==> src/scc_block_config_map.svh <==
// Offsets, field positions, reset values and counts of the switched-capacitor config bank
// Behaviour
// - Integrator feedback switch stays open whenever its control bit is cleared.
// - Bit set: switch closed always without auto-zero, else only during internal phase two.
// - Feedback ground switch enable follows its own bit; cleared bit keeps it open.
// - Reference select: 00 ground, 01 high, 10 low, 11 comparator-driven reference.
// - Type A bits 3..2 pick the B branch input from a per-block source set.
// - Power field bits 1..0: zero is off, higher codes raise bias current.
// - After reset every register is zero, so every type A block starts switched off.
// - Type B feedback capacitor bit gives 16 units cleared, 32 units set.
// - Type B bit 5 chooses which internal phase samples input and which reference.
// - A branch capacitor field is plain binary, code n gives n units.
// - Type B A-input codes 000..101 map to sources; 110 and 111 select nothing.
// - B branch capacitor field bits 4..0 is plain binary, zero to thirty-one units.
// - Clock inversion also changes how the column bus is driven, with the gate bit.
// - Gate clear floats the bus; set drives late phase two, or continuously if inverted.
`ifndef SCC_BLOCK_CONFIG_MAP_SVH
`define SCC_BLOCK_CONFIG_MAP_SVH

// Register indices; byte address is four times the index
`define SCC_IDX_A10_CR3 8'h83
`define SCC_IDX_B11_CR0 8'h84
`define SCC_IDX_B11_CR1 8'h85
`define SCC_IDX_A12_CR3 8'h8B
`define SCC_IDX_B13_CR0 8'h8C
`define SCC_IDX_B13_CR1 8'h8D
`define SCC_IDX_B20_CR0 8'h90
`define SCC_IDX_B20_CR1 8'h91
`define SCC_IDX_A21_CR3 8'h97
`define SCC_IDX_B22_CR0 8'h98
`define SCC_IDX_B22_CR1 8'h99
`define SCC_IDX_A23_CR3 8'h9F

`define SCC_REG_RESET 8'h00

// Type A control 3 fields
`define SCC_A_REF_HI 7
`define SCC_A_REF_LO 6
`define SCC_A_FSW1 5
`define SCC_A_FSW0 4
`define SCC_A_BMUX_HI 3
`define SCC_A_BMUX_LO 2
`define SCC_A_PWR_HI 1
`define SCC_A_PWR_LO 0

// Type B control 0 fields
`define SCC_B_FCAP 7
`define SCC_B_PHASE 6
`define SCC_B_ASIGN 5
`define SCC_B_ACAP_HI 4
`define SCC_B_ACAP_LO 0

// Type B control 1 fields
`define SCC_B_AMUX_HI 7
`define SCC_B_AMUX_LO 5
`define SCC_B_BCAP_HI 4
`define SCC_B_BCAP_LO 0

// Feedback capacitor sizes in units
`define SCC_FCAP_SMALL 6'h10
`define SCC_FCAP_LARGE 6'h20

// A-input codes in use; above this the code is reserved
`define SCC_AMUX_LAST 3'h5

// Cycles of internal phase two before the column bus gate opens
`define SCC_COL_GATE_DELAY 4

`endif

==> src/scc_pkg.sv <==
// Types shared by the switched-capacitor config bank
package scc_pkg;

	typedef enum logic [1:0] {
		SCC_REF_AGND,
		SCC_REF_HIGH,
		SCC_REF_LOW,
		SCC_REF_CMP
	} scc_ref_e;

	typedef enum logic [1:0] {
		SCC_PWR_OFF,
		SCC_PWR_LOW,
		SCC_PWR_MED,
		SCC_PWR_HIGH
	} scc_pwr_e;

	typedef logic [7:0] scc_reg_t;

endpackage : scc_pkg

==> src/scc_block_config_regs.sv <==
// Switched-capacitor config register bank with Wishbone slave and switch decode
`timescale 1ns/1ps
`include "scc_block_config_map.svh"

// One type A block: control 3 decode
module scc_type_a (
	// Clock and reset
	input wire logic sys_clk,
	input wire logic rst_n,
	// Configuration
	input wire scc_pkg::scc_reg_t cfg,
	input wire logic phase_invert,
	input wire logic auto_zero,
	// External phases
	input wire logic ext_first_nonoverlap_clock,
	input wire logic ext_second_nonoverlap_clock,
	// Decoded enables
	output logic fb_int_sw,
	output logic fb_gnd_sw,
	output logic [3:0] ref_sel,
	output logic [3:0] b_input_sel,
	output logic [1:0] power_level,
	output logic block_on
);
	logic int_second_nonoverlap_clock;
	logic next_fb_int_sw;
	logic [3:0] next_ref_sel;
	scc_pkg::scc_ref_e ref_code;
	scc_pkg::scc_pwr_e pwr_code;

	assign int_second_nonoverlap_clock = phase_invert ? ext_first_nonoverlap_clock : ext_second_nonoverlap_clock;
	assign ref_code = scc_pkg::scc_ref_e'(cfg[`SCC_A_REF_HI:`SCC_A_REF_LO]);
	assign pwr_code = scc_pkg::scc_pwr_e'(cfg[`SCC_A_PWR_HI:`SCC_A_PWR_LO]);

	always_comb begin
		if (!cfg[`SCC_A_FSW1]) begin
			next_fb_int_sw = 1'b0;
		end else if (!auto_zero) begin
			next_fb_int_sw = 1'b1;
		end else begin
			next_fb_int_sw = int_second_nonoverlap_clock;
		end
	end

	always_comb begin
		case (ref_code)
			scc_pkg::SCC_REF_AGND: next_ref_sel = 4'h1;
			scc_pkg::SCC_REF_HIGH: next_ref_sel = 4'h2;
			scc_pkg::SCC_REF_LOW: next_ref_sel = 4'h4;
			scc_pkg::SCC_REF_CMP: next_ref_sel = 4'h8;
			default: next_ref_sel = 4'h1;
		endcase
	end

	// Feedback switches
	always_ff @(posedge sys_clk) begin
		if (!rst_n) begin
			fb_int_sw <= 1'b0;
			fb_gnd_sw <= 1'b0;
		end else begin
			fb_int_sw <= next_fb_int_sw;
			fb_gnd_sw <= cfg[`SCC_A_FSW0];
		end
	end

	// Input and reference selection
	always_ff @(posedge sys_clk) begin
		if (!rst_n) begin
			ref_sel <= 4'h1;
			b_input_sel <= 4'h1;
		end else begin
			ref_sel <= next_ref_sel;
			b_input_sel <= 4'h1 << cfg[`SCC_A_BMUX_HI:`SCC_A_BMUX_LO];
		end
	end

	// Bias level
	always_ff @(posedge sys_clk) begin
		if (!rst_n) begin
			power_level <= 2'h0;
			block_on <= 1'b0;
		end else begin
			power_level <= pwr_code;
			block_on <= (pwr_code != scc_pkg::SCC_PWR_OFF);
		end
	end
endmodule : scc_type_a

// One type B block: control 0 and 1 decode plus column bus gating
module scc_type_b #(
	parameter int GATE_DELAY = `SCC_COL_GATE_DELAY
) (
	// Clock and reset
	input wire logic sys_clk,
	input wire logic rst_n,
	// Configuration
	input wire scc_pkg::scc_reg_t cr0,
	input wire scc_pkg::scc_reg_t cr1,
	input wire logic column_bus_output_gate,
	// External phases
	input wire logic ext_first_nonoverlap_clock,
	input wire logic ext_second_nonoverlap_clock,
	// Internal phases
	output logic int_first_nonoverlap_clock,
	output logic int_second_nonoverlap_clock,
	// Capacitor sizes
	output logic [5:0] fcap_units,
	output logic [4:0] acap_units,
	output logic [4:0] bcap_units,
	// A branch switching
	output logic a_bottom_input_en,
	output logic a_bottom_ref_en,
	output logic [5:0] a_input_sel,
	// Column bus
	output logic column_bus_drive
);
	logic next_first_nonoverlap_clock;
	logic next_second_nonoverlap_clock;
	logic next_drive;
	logic [3:0] gate_cnt;
	logic [2:0] amux;

	assign amux = cr1[`SCC_B_AMUX_HI:`SCC_B_AMUX_LO];

	if (GATE_DELAY < 0 || GATE_DELAY > 14) begin : g_chk
		$error("GATE_DELAY must lie in 0..14");
	end

	always_comb begin
		if (cr0[`SCC_B_PHASE]) begin
			next_first_nonoverlap_clock = ext_second_nonoverlap_clock;
			next_second_nonoverlap_clock = ext_first_nonoverlap_clock;
		end else begin
			next_first_nonoverlap_clock = ext_first_nonoverlap_clock;
			next_second_nonoverlap_clock = ext_second_nonoverlap_clock;
		end
	end

	always_comb begin
		if (!column_bus_output_gate) begin
			next_drive = 1'b0;
		end else if (cr0[`SCC_B_PHASE]) begin
			next_drive = 1'b1;
		end else begin
			next_drive = next_second_nonoverlap_clock && (gate_cnt >= 4'(GATE_DELAY));
		end
	end

	// Counts cycles into internal phase two
	always_ff @(posedge sys_clk) begin
		if (!rst_n) begin
			gate_cnt <= 4'h0;
		end else if (!next_second_nonoverlap_clock) begin
			gate_cnt <= 4'h0;
		end else if (gate_cnt != 4'hF) begin
			gate_cnt <= gate_cnt + 4'h1;
		end
	end

	// Internal phases and column bus
	always_ff @(posedge sys_clk) begin
		if (!rst_n) begin
			int_first_nonoverlap_clock <= 1'b0;
			int_second_nonoverlap_clock <= 1'b0;
			column_bus_drive <= 1'b0;
		end else begin
			int_first_nonoverlap_clock <= next_first_nonoverlap_clock;
			int_second_nonoverlap_clock <= next_second_nonoverlap_clock;
			column_bus_drive <= next_drive;
		end
	end

	// A capacitor bottom plate phasing
	always_ff @(posedge sys_clk) begin
		if (!rst_n) begin
			a_bottom_input_en <= 1'b0;
			a_bottom_ref_en <= 1'b0;
		end else if (cr0[`SCC_B_ASIGN]) begin
			a_bottom_input_en <= next_second_nonoverlap_clock;
			a_bottom_ref_en <= next_first_nonoverlap_clock;
		end else begin
			a_bottom_input_en <= next_first_nonoverlap_clock;
			a_bottom_ref_en <= next_second_nonoverlap_clock;
		end
	end

	// Capacitor sizes
	always_ff @(posedge sys_clk) begin
		if (!rst_n) begin
			fcap_units <= `SCC_FCAP_SMALL;
			acap_units <= 5'h00;
			bcap_units <= 5'h00;
		end else begin
			fcap_units <= cr0[`SCC_B_FCAP] ? `SCC_FCAP_LARGE : `SCC_FCAP_SMALL;
			acap_units <= cr0[`SCC_B_ACAP_HI:`SCC_B_ACAP_LO];
			bcap_units <= cr1[`SCC_B_BCAP_HI:`SCC_B_BCAP_LO];
		end
	end

	// A input selection; reserved codes close every source
	always_ff @(posedge sys_clk) begin
		if (!rst_n) begin
			a_input_sel <= 6'h01;
		end else if (amux > `SCC_AMUX_LAST) begin
			a_input_sel <= 6'h00;
		end else begin
			a_input_sel <= 6'h01 << amux;
		end
	end
endmodule : scc_type_b

// Top: register bank on classic Wishbone feeding four type A and four type B decoders
module scc_block_config_regs #(
	parameter int GATE_DELAY = `SCC_COL_GATE_DELAY
) (
	// Clock and reset
	input wire logic sys_clk,
	input wire logic rst_n,
	// Wishbone slave
	input wire logic wb_cyc_i,
	input wire logic wb_stb_i,
	input wire logic wb_we_i,
	input wire logic [9:0] wb_adr_i,
	input wire logic [3:0] wb_sel_i,
	input wire logic [31:0] wb_dat_i,
	output logic [31:0] wb_dat_o,
	output logic wb_ack_o,
	output logic wb_err_o,
	// Phase clocks and bits held in neighbouring registers
	input wire logic first_nonoverlap_clock,
	input wire logic second_nonoverlap_clock,
	input wire logic [3:0] sca_phase_invert,
	input wire logic [3:0] sca_auto_zero,
	input wire logic [3:0] scb_column_bus_output_gate,
	// Type A outputs, block order 10, 12, 21, 23
	output logic [3:0] sca_integrator_feedback_sw,
	output logic [3:0] sca_feedback_ground_sw,
	output logic [15:0] sca_ref_sel,
	output logic [15:0] sca_b_input_sel,
	output logic [7:0] sca_power_level,
	output logic [3:0] sca_block_on,
	// Type B outputs, block order 11, 13, 20, 22
	output logic [3:0] scb_int_first_nonoverlap_clock,
	output logic [3:0] scb_int_second_nonoverlap_clock,
	output logic [23:0] scb_fcap_units,
	output logic [19:0] scb_acap_units,
	output logic [19:0] scb_bcap_units,
	output logic [3:0] scb_a_bottom_input_en,
	output logic [3:0] scb_a_bottom_ref_en,
	output logic [23:0] scb_a_input_sel,
	output logic [3:0] scb_column_bus_drive
);
	scc_pkg::scc_reg_t a_cr3 [4];
	scc_pkg::scc_reg_t b_cr0 [4];
	scc_pkg::scc_reg_t b_cr1 [4];
	logic req;
	logic hit;
	logic [1:0] blk;
	logic [1:0] kind;
	scc_pkg::scc_reg_t rd_val;

	if (GATE_DELAY < 0 || GATE_DELAY > 14) begin : g_chk
		$error("GATE_DELAY must lie in 0..14");
	end

	assign req = wb_cyc_i && wb_stb_i;

	// Address decode: kind 0 type A cr3, 1 type B cr0, 2 type B cr1
	always_comb begin
		hit = 1'b1;
		blk = 2'h0;
		kind = 2'h0;
		case (wb_adr_i[9:2])
			`SCC_IDX_A10_CR3: begin blk = 2'h0; kind = 2'h0; end
			`SCC_IDX_A12_CR3: begin blk = 2'h1; kind = 2'h0; end
			`SCC_IDX_A21_CR3: begin blk = 2'h2; kind = 2'h0; end
			`SCC_IDX_A23_CR3: begin blk = 2'h3; kind = 2'h0; end
			`SCC_IDX_B11_CR0: begin blk = 2'h0; kind = 2'h1; end
			`SCC_IDX_B13_CR0: begin blk = 2'h1; kind = 2'h1; end
			`SCC_IDX_B20_CR0: begin blk = 2'h2; kind = 2'h1; end
			`SCC_IDX_B22_CR0: begin blk = 2'h3; kind = 2'h1; end
			`SCC_IDX_B11_CR1: begin blk = 2'h0; kind = 2'h2; end
			`SCC_IDX_B13_CR1: begin blk = 2'h1; kind = 2'h2; end
			`SCC_IDX_B20_CR1: begin blk = 2'h2; kind = 2'h2; end
			`SCC_IDX_B22_CR1: begin blk = 2'h3; kind = 2'h2; end
			default: hit = 1'b0;
		endcase
	end

	always_comb begin
		case (kind)
			2'h0: rd_val = a_cr3[blk];
			2'h1: rd_val = b_cr0[blk];
			2'h2: rd_val = b_cr1[blk];
			default: rd_val = `SCC_REG_RESET;
		endcase
	end

	// Answer one cycle after the request, dropped the cycle after
	always_ff @(posedge sys_clk) begin
		if (!rst_n) begin
			wb_ack_o <= 1'b0;
			wb_err_o <= 1'b0;
		end else begin
			wb_ack_o <= req && hit && !wb_ack_o && !wb_err_o;
			wb_err_o <= req && !hit && !wb_ack_o && !wb_err_o;
		end
	end

	// Read data, zero on unmapped addresses
	always_ff @(posedge sys_clk) begin
		if (!rst_n) begin
			wb_dat_o <= 32'h0000_0000;
		end else begin
			wb_dat_o <= {24'h00_0000, hit ? rd_val : 8'h00};
		end
	end

	// Writes land on the edge that samples ack, byte lane 0 only
	always_ff @(posedge sys_clk) begin
		if (!rst_n) begin
			for (int i = 0; i < 4; i++) begin
				a_cr3[i] <= `SCC_REG_RESET;
				b_cr0[i] <= `SCC_REG_RESET;
				b_cr1[i] <= `SCC_REG_RESET;
			end
		end else if (req && wb_ack_o && wb_we_i && wb_sel_i[0]) begin
			case (kind)
				2'h0: a_cr3[blk] <= wb_dat_i[7:0];
				2'h1: b_cr0[blk] <= wb_dat_i[7:0];
				2'h2: b_cr1[blk] <= wb_dat_i[7:0];
				default: ;
			endcase
		end
	end

	for (genvar g = 0; g < 4; g++) begin : g_blk
		scc_type_a u_a (
			.sys_clk(sys_clk),
			.rst_n(rst_n),
			.cfg(a_cr3[g]),
			.phase_invert(sca_phase_invert[g]),
			.auto_zero(sca_auto_zero[g]),
			.ext_first_nonoverlap_clock(first_nonoverlap_clock),
			.ext_second_nonoverlap_clock(second_nonoverlap_clock),
			.fb_int_sw(sca_integrator_feedback_sw[g]),
			.fb_gnd_sw(sca_feedback_ground_sw[g]),
			.ref_sel(sca_ref_sel[g*4 +: 4]),
			.b_input_sel(sca_b_input_sel[g*4 +: 4]),
			.power_level(sca_power_level[g*2 +: 2]),
			.block_on(sca_block_on[g])
		);

		scc_type_b #(
			.GATE_DELAY(GATE_DELAY)
		) u_b (
			.sys_clk(sys_clk),
			.rst_n(rst_n),
			.cr0(b_cr0[g]),
			.cr1(b_cr1[g]),
			.column_bus_output_gate(scb_column_bus_output_gate[g]),
			.ext_first_nonoverlap_clock(first_nonoverlap_clock),
			.ext_second_nonoverlap_clock(second_nonoverlap_clock),
			.int_first_nonoverlap_clock(scb_int_first_nonoverlap_clock[g]),
			.int_second_nonoverlap_clock(scb_int_second_nonoverlap_clock[g]),
			.fcap_units(scb_fcap_units[g*6 +: 6]),
			.acap_units(scb_acap_units[g*5 +: 5]),
			.bcap_units(scb_bcap_units[g*5 +: 5]),
			.a_bottom_input_en(scb_a_bottom_input_en[g]),
			.a_bottom_ref_en(scb_a_bottom_ref_en[g]),
			.a_input_sel(scb_a_input_sel[g*6 +: 6]),
			.column_bus_drive(scb_column_bus_drive[g])
		);
	end
endmodule : scc_block_config_regs

==> config.mk <==
export PLATFORM = sky130hd
export DESIGN_NAME = scc_block_config_regs
export DESIGN_NICKNAME = d
export VERILOG_FILES = /design/src/scc_pkg.sv /design/src/scc_block_config_regs.sv
export VERILOG_INCLUDE_DIRS = /design/src
export SDC_FILE = /design/constraint.sdc
export NUM_CORES = 1
export LEC_CHECK = 0
export ABC_CLOCK_PERIOD_IN_PS = 3100
export BUFFER_PORTS_ARGS = -buffer_cell sky130_fd_sc_hd__buf_2
export CAP_MARGIN = 20
export CORE_MARGIN = 10
export CORE_UTILIZATION = 25
export DETAILED_ROUTE_END_ITERATION = 8
export PLACE_DENSITY = 0.49
export SYNTH_ARGS = -nofsm -noshare
export SYNTH_HDL_FRONTEND = slang
export SYNTH_HIERARCHICAL = 1
export SYNTH_SLANG_ARGS = --single-unit
==> constraint.sdc <==
create_clock -name sys_clk -period 3.1 [get_ports sys_clk]
set_input_delay 0.93 -clock sys_clk [delete_from_list [all_inputs] [get_ports sys_clk]]
set_output_delay 0.93 -clock sys_clk [all_outputs]
set_load 0.005 [all_outputs]
# Word-level counts from Yosys, hierarchy flattened
# Memory sizes are Yosys's and may differ from the RTL's.
# Index checks and enable logic that the tools add are counted.
# classes
addsub	4
n_reduce_logical	52
shifts	8
bitwise_logic	1
eq_ne	30
muxes	66
order_cmp	8
# ops
cell	n
$eq A8 B8 Y1 const B	12
$pmux W4 S4	4
$mux W1	49
$reduce_and A2 Y1	13
$mux W6	4
$mux W8	3
$pmux W8 S3	1
$reduce_or A8 Y1	3
$shl A1 B3 Y6 const A	4
$eq A2 B2 Y1 const B	9
$add A4 B1 Y4 const B	4
$ge A4 B3 Y1 const B	4
$ne A4 B4 Y1 const B	4
$shl A1 B2 Y4 const A	4
$logic_and A1 B1 Y1	14
$gt A3 B3 Y1 const B	4
$reduce_or A12 Y1	1
$eq A2 B1 Y1 const B	5
$logic_not A2 Y1	5
$reduce_or A3 Y1	3
$reduce_bool A2 Y1	4
$reduce_or A2 Y1	4
$reduce_or A4 Y1	2
$mux W2	3
other kinds (4)	6
# word_totals
out_inout_bits	194
in_bits	65
ram_bits	96
reg_bits	210
memories	3
wordCells	244
# mem_list
memory	words	word_bits	rd	rd_ports_with_merged_regs	wr	line	text
a_cr3	4	8	5	0	4	scc_block_config_regs.sv:253	scc_pkg::scc_reg_t a_cr3 [4];
b_cr0	4	8	5	0	4	scc_block_config_regs.sv:254	scc_pkg::scc_reg_t b_cr0 [4];
b_cr1	4	8	5	0	4	scc_block_config_regs.sv:255	scc_pkg::scc_reg_t b_cr1 [4];

# Longest topological paths before layout
# depth
word_depth	10
mapped_depth	9
depth_no_buf	6

# By module
# The synthesis kept the hierarchy.
# modules_own_cells
module	area_each_um2	instances	seq_area_each_um2	cells_per_inst
scc_block_config_regs	5168.7	1	3083.0	451
scc_type_b	900.9	4	540.5	84
scc_type_a	377.9	4	260.2	33

# Worst setup path after synthesis
# Ideal clock, no wire load.
# synth_timing
path_kind	input to register
start	input port wb_adr_i[6]
end	memory b_cr0[3][0] (netlist name) (enable)
path_buffers	2
slack_ns	-0.158
t_arrival_ns	2.874
t_required_ns	2.716
setup_time_ns	0.384
cell_stages	7
path_cell_list	xnor2_2 -> mux2i_2 -> and3_1 -> buf_2 -> buf_2 -> nand2_1 -> o21ai_0
# synth_rtl
item	line	text
from (decl)	scc_block_config_regs.sv:223	input wire logic [9:0] wb_adr_i,
to (decl)	scc_block_config_regs.sv:254	

==> summary.md <==
The tree is rooted in a sky130_fd_sc_hd__clkbuf_16. The peak clock frequency supported by timing is 0.395 GHz, and the clock-pin transition on the worst setup and hold timing paths is 0.06 ns. The floorplan step defined a die boundary enclosing 49600 µm². For the count of unresolved DRC violations after routing, the log shows 0. After synthesis the netlist holds a flip-flop and latch count of 266. The core region is 40700 µm².

Along the worst path, the maximum fanout reaches 9. During synthesis, Yosys emitted a total of 6 warnings. The worst path uses 81.7% of the clock period. After Yosys synthesis, XOR and XNOR cells account for 0.840% of the synthesized area.

After detailed routing, the average wire length per cell comes to 18.1 µm. After Yosys synthesis, full adders, half adders and majority gates account for 0.487% of the synthesized area. The logs give 30600 µm for the total wire length after detailed routing and 266 for the clock sink count.

STA puts the critical path data arrival time at 2.75 ns. The run gives 0 as the number of setup buffers added after CTS. The tools report the count of antenna-violating nets left after detailed routing as 0. The number of H-tree levels came out at 1. For this design, the slowest cell found on the critical path is sky130_fd_sc_hd__nor4_4. The count of final max-slew check failures came out at 0. The area growth from synthesis to layout was 24.4%. The combinational family with the most area after synthesis is simple AND/OR/NAND/NOR gates. The simple-gate share of the synthesized area was 25.3%; the total leakage power was 5.70 nW. At the end of routability-driven placement, the weighted congestion stood at 0.800. At the worst endpoint, the required time is 3.32 ns. The critical hold path startpoint was b_cr0[2][1]. The hold violation total from the final report was 0. The final critical path time including I/O delays and setup is 2.53 ns.

Entering global routing, the biggest net connects 62 pins. At the end of the flow, the number of nets in the layout was 1201. Port buffering added 189 buffers.

Using the TritonRoute via totals, the vias-per-cell ratio works out to 4.16. The cell count after placement came out at 1631. In this run, post-CTS hold repair placed 0 buffers. The mapped netlist covers 10300 µm².

The run gives 7031 as the total vias in the final route. TritonCTS created 31 clock buffers. For the pin with the worst max-slew slack, the measured transition is 0.631 ns. For this run, the register share of the synthesized area comes to 61.1%.

For the detailed placement HPWL, the log shows 22400 µm. The fraction of synthesized area in multiplexers is 4.23%, and the share of flip-flops with an asynchronous set or reset is 0%. Setup repair after global routing left no endpoint under its margin.

The floorplan die width was 223 µm. For the first-pass iteration count of the detailed router, the log shows 4. In this run the count of I/O pins placed on the die edge is 259. Yosys mapped the design onto 47 distinct sky130hd cell types. Kind of end point of the critical path: a register. Across the routed clock network, the largest skew measured is 0.0214 ns. The tool flagged a number of max-cap violations equal to 0. TritonCTS built the clock tree.

For the share of the core filled with cells in the final layout, the log shows 31.4%. For the floorplan row count, the log shows 74. The type of the most critical hold path was reg -> reg. The cell seen most often among critical-path stages was sky130_fd_sc_hd__nor3b_4.

The worst setup path is launched from an input port. For this configuration, the core starts out at a cell density of 25.2%. Across the VDD grid, the largest voltage drop is 406 µV.

The number of instances in the synthesized netlist is 919. Cells with a size suffix above 1 make up 28.2% of the layout. In this run the power density over the cells is 599 nW/µm².

The count of instances resized after the clock tree is built came out at 0. The overall global routing resource usage was 11.8%; the die height was 223 µm. The number of antenna violations at the first check in global routing came out at 7. The tools report the final count of negative-setup-slack endpoints as 0.

In the synthesized netlist the dominant register cell turns out to be sky130_fd_sc_hd__dfxtp_1. Summing the areas of all compound-gate instances in the mapped netlist gives 2.60% of the synthesized area. The run gives 4222 as the final-layout fill cell count. In this design, the stage delay of the slowest critical-path cell is 0.48 ns. The startpoint of the worst register-to-register path is wb_ack_o. The critical path class is in -> reg. The flow ran to the end, and the final reports show no timing, DRC or antenna violations. The number of buffers between clock root and the deepest sink came out at 3.

First-pass GRT wire length: 45300 µm. The remaining max-slew budget at the tightest pin was 57.9%. The critical path goes through buf_2 > nor3b_4 > nor3b_4 > nand2_4 > nor4_4 > nand2b_1. The per-instance average area after synthesis was 11.2 µm²; the latest clock arrival within the worst-skew pair was 0.57 ns.

The run gives 7273 as the number of global-route vias before repair. The source of the critical timing path was wb_adr_i[7]. Global routing finished with a remaining overflow of 0. The number of design-rule violations left by the first detailed-router iteration is 376.

Counting flops with a built-in enable in the synthesized netlist gives 96. The final standard cell count with taps included and fillers excluded was 1692.
## Yosys cell counts, drive strengths merged (5+ instances only)
library cell / instances / share of area, %
a21oi: 9 / 0.44
and2: 129 / 8.0
and3: 40 / 2.5
buf: 52 / 3.8
clkbuf: 27 / 0.99
conb: 5 / 0.18
dfxtp: 170 / 33
edfxtp: 96 / 28
inv: 13 / 0.47
mux2i: 18 / 1.8
mux4: 8 / 1.9
nand2: 120 / 4.8
nand2b: 23 / 1.4
nand3: 68 / 3.4
nor2: 54 / 2.0
nor2b: 9 / 0.55
nor3: 14 / 1.2
nor3b: 6 / 0.66
o21ai: 18 / 0.88
xnor2: 9 / 0.84
## logic make-up (layout without fill, tap and decap cells)
logic type / after synthesis / in the layout
XOR/XNOR: 9 / 9
adder cells (fa/ha/maj): 4 / 4
AO/OA/AOI/OAI: 45 / 45
flip-flops: 266 / 266
buffers and inverters: 92 / 293
other: 5 / 45
multiplexers: 30 / 30
AND/OR/NAND/NOR: 468 / 468
## layout by cell type, fill, tap and decap left out, drive strengths merged, types with 9 or more instances in the layout
cell type	synthesis	routed
nand3	68	68
nand2b	23	23
a21oi	9	9
and2	129	129
nand2	120	120
buf	52	224
dfxtp	170	170
nor2	54	54
o21ai	18	18
conb	5	40
clkbuf	27	45
edfxtp	96	96
inv	13	13
nor3	14	14
and3	40	40
nor2b	9	9
xnor2	9	9
mux2i	18	18
## layer usage
| metal | up-vias | wire length [µm] | global-route usage, % |
|---|---|---|---|
| met5 | - | 21 | 0 |
| met4 | 4 | 497 | 3.29 |
| met2 | 204 | 14100 | 19.1 |
| met1 | 3355 | 13600 | 14.9 |
| li1 | 3434 | - | - |
| met3 | 34 | 2400 | 3.65 |
## where the power goes
group | internal (mW) | leakage [nW] | switching (mW)
Sequential | 3.73 | 2.40 | 0.0717
Combinational | 0.155 | 2.83 | 0.238
Clock | 2.04 | 0.473 | 1.43
## registers in the layout (all words and copies together) (netlist names), 16 cells and up
signal / count
g_blk.u_b/acap_units: 20
b_cr1: 32
b_cr0: 32
g_blk.u_a/b_input_sel: 16
g_blk.u_b/a_input_sel: 24
g_blk.u_a/ref_sel: 16
a_cr3: 32
g_blk.u_b/gate_cnt: 16
g_blk.u_b/bcap_units: 20
## path summary, 6_finish.rpt
kind         depth (start not counted)  slack [ns]                          to
max reg2reg                          6        0.89                 a_cr3[0][7]
min reg2reg                          1        0.48  g_blk[2].u_b/acap_units[1]
min                                  1        0.48  g_blk[2].u_b/acap_units[1]
max                                  6        0.57                 b_cr1[0][4]
## cell type report
class                   count  area (µm²)  share of cell area, %
flip-flops and latches    266        6290                   49.1
multi-input cells         596        3590                   28.1
repair buffers            224        1220                   9.55
clock buffers              45         882                   6.90
well taps                 532         666                   5.20
clock inverters            11        86.3                  0.675
inverters                  13        48.8                  0.381
diodes                      5        12.5                 0.0978
## worst max-delay path, delay by kind of cell
kind,cells,cell delay (ns)
AND/OR/NAND/NOR,5,1.71
buffers and inverters,1,0.11
## per-stage QoR
step / setup WS [ns] / cell area (µm²) / hold slack, ns / TNS, ns / total power [mW]
floorplan: -0.158 / 10400 / 0.447 / -3.69 / 4.08
global placement: 0.0313 / 11800 / 0.468 / 0 / 4.27
detailed placement: -0.0266 / 11800 / 0.468 / -0.340 / 4.28
CTS: 0.592 / 12800 / 0.482 / 0 / 7.80
global route: 0.407 / 12800 / 0.501 / 0 / 7.96
finish: 0.566 / 12800 / 0.478 / 0 / 7.66
Power figures use the tool's default switching activity.
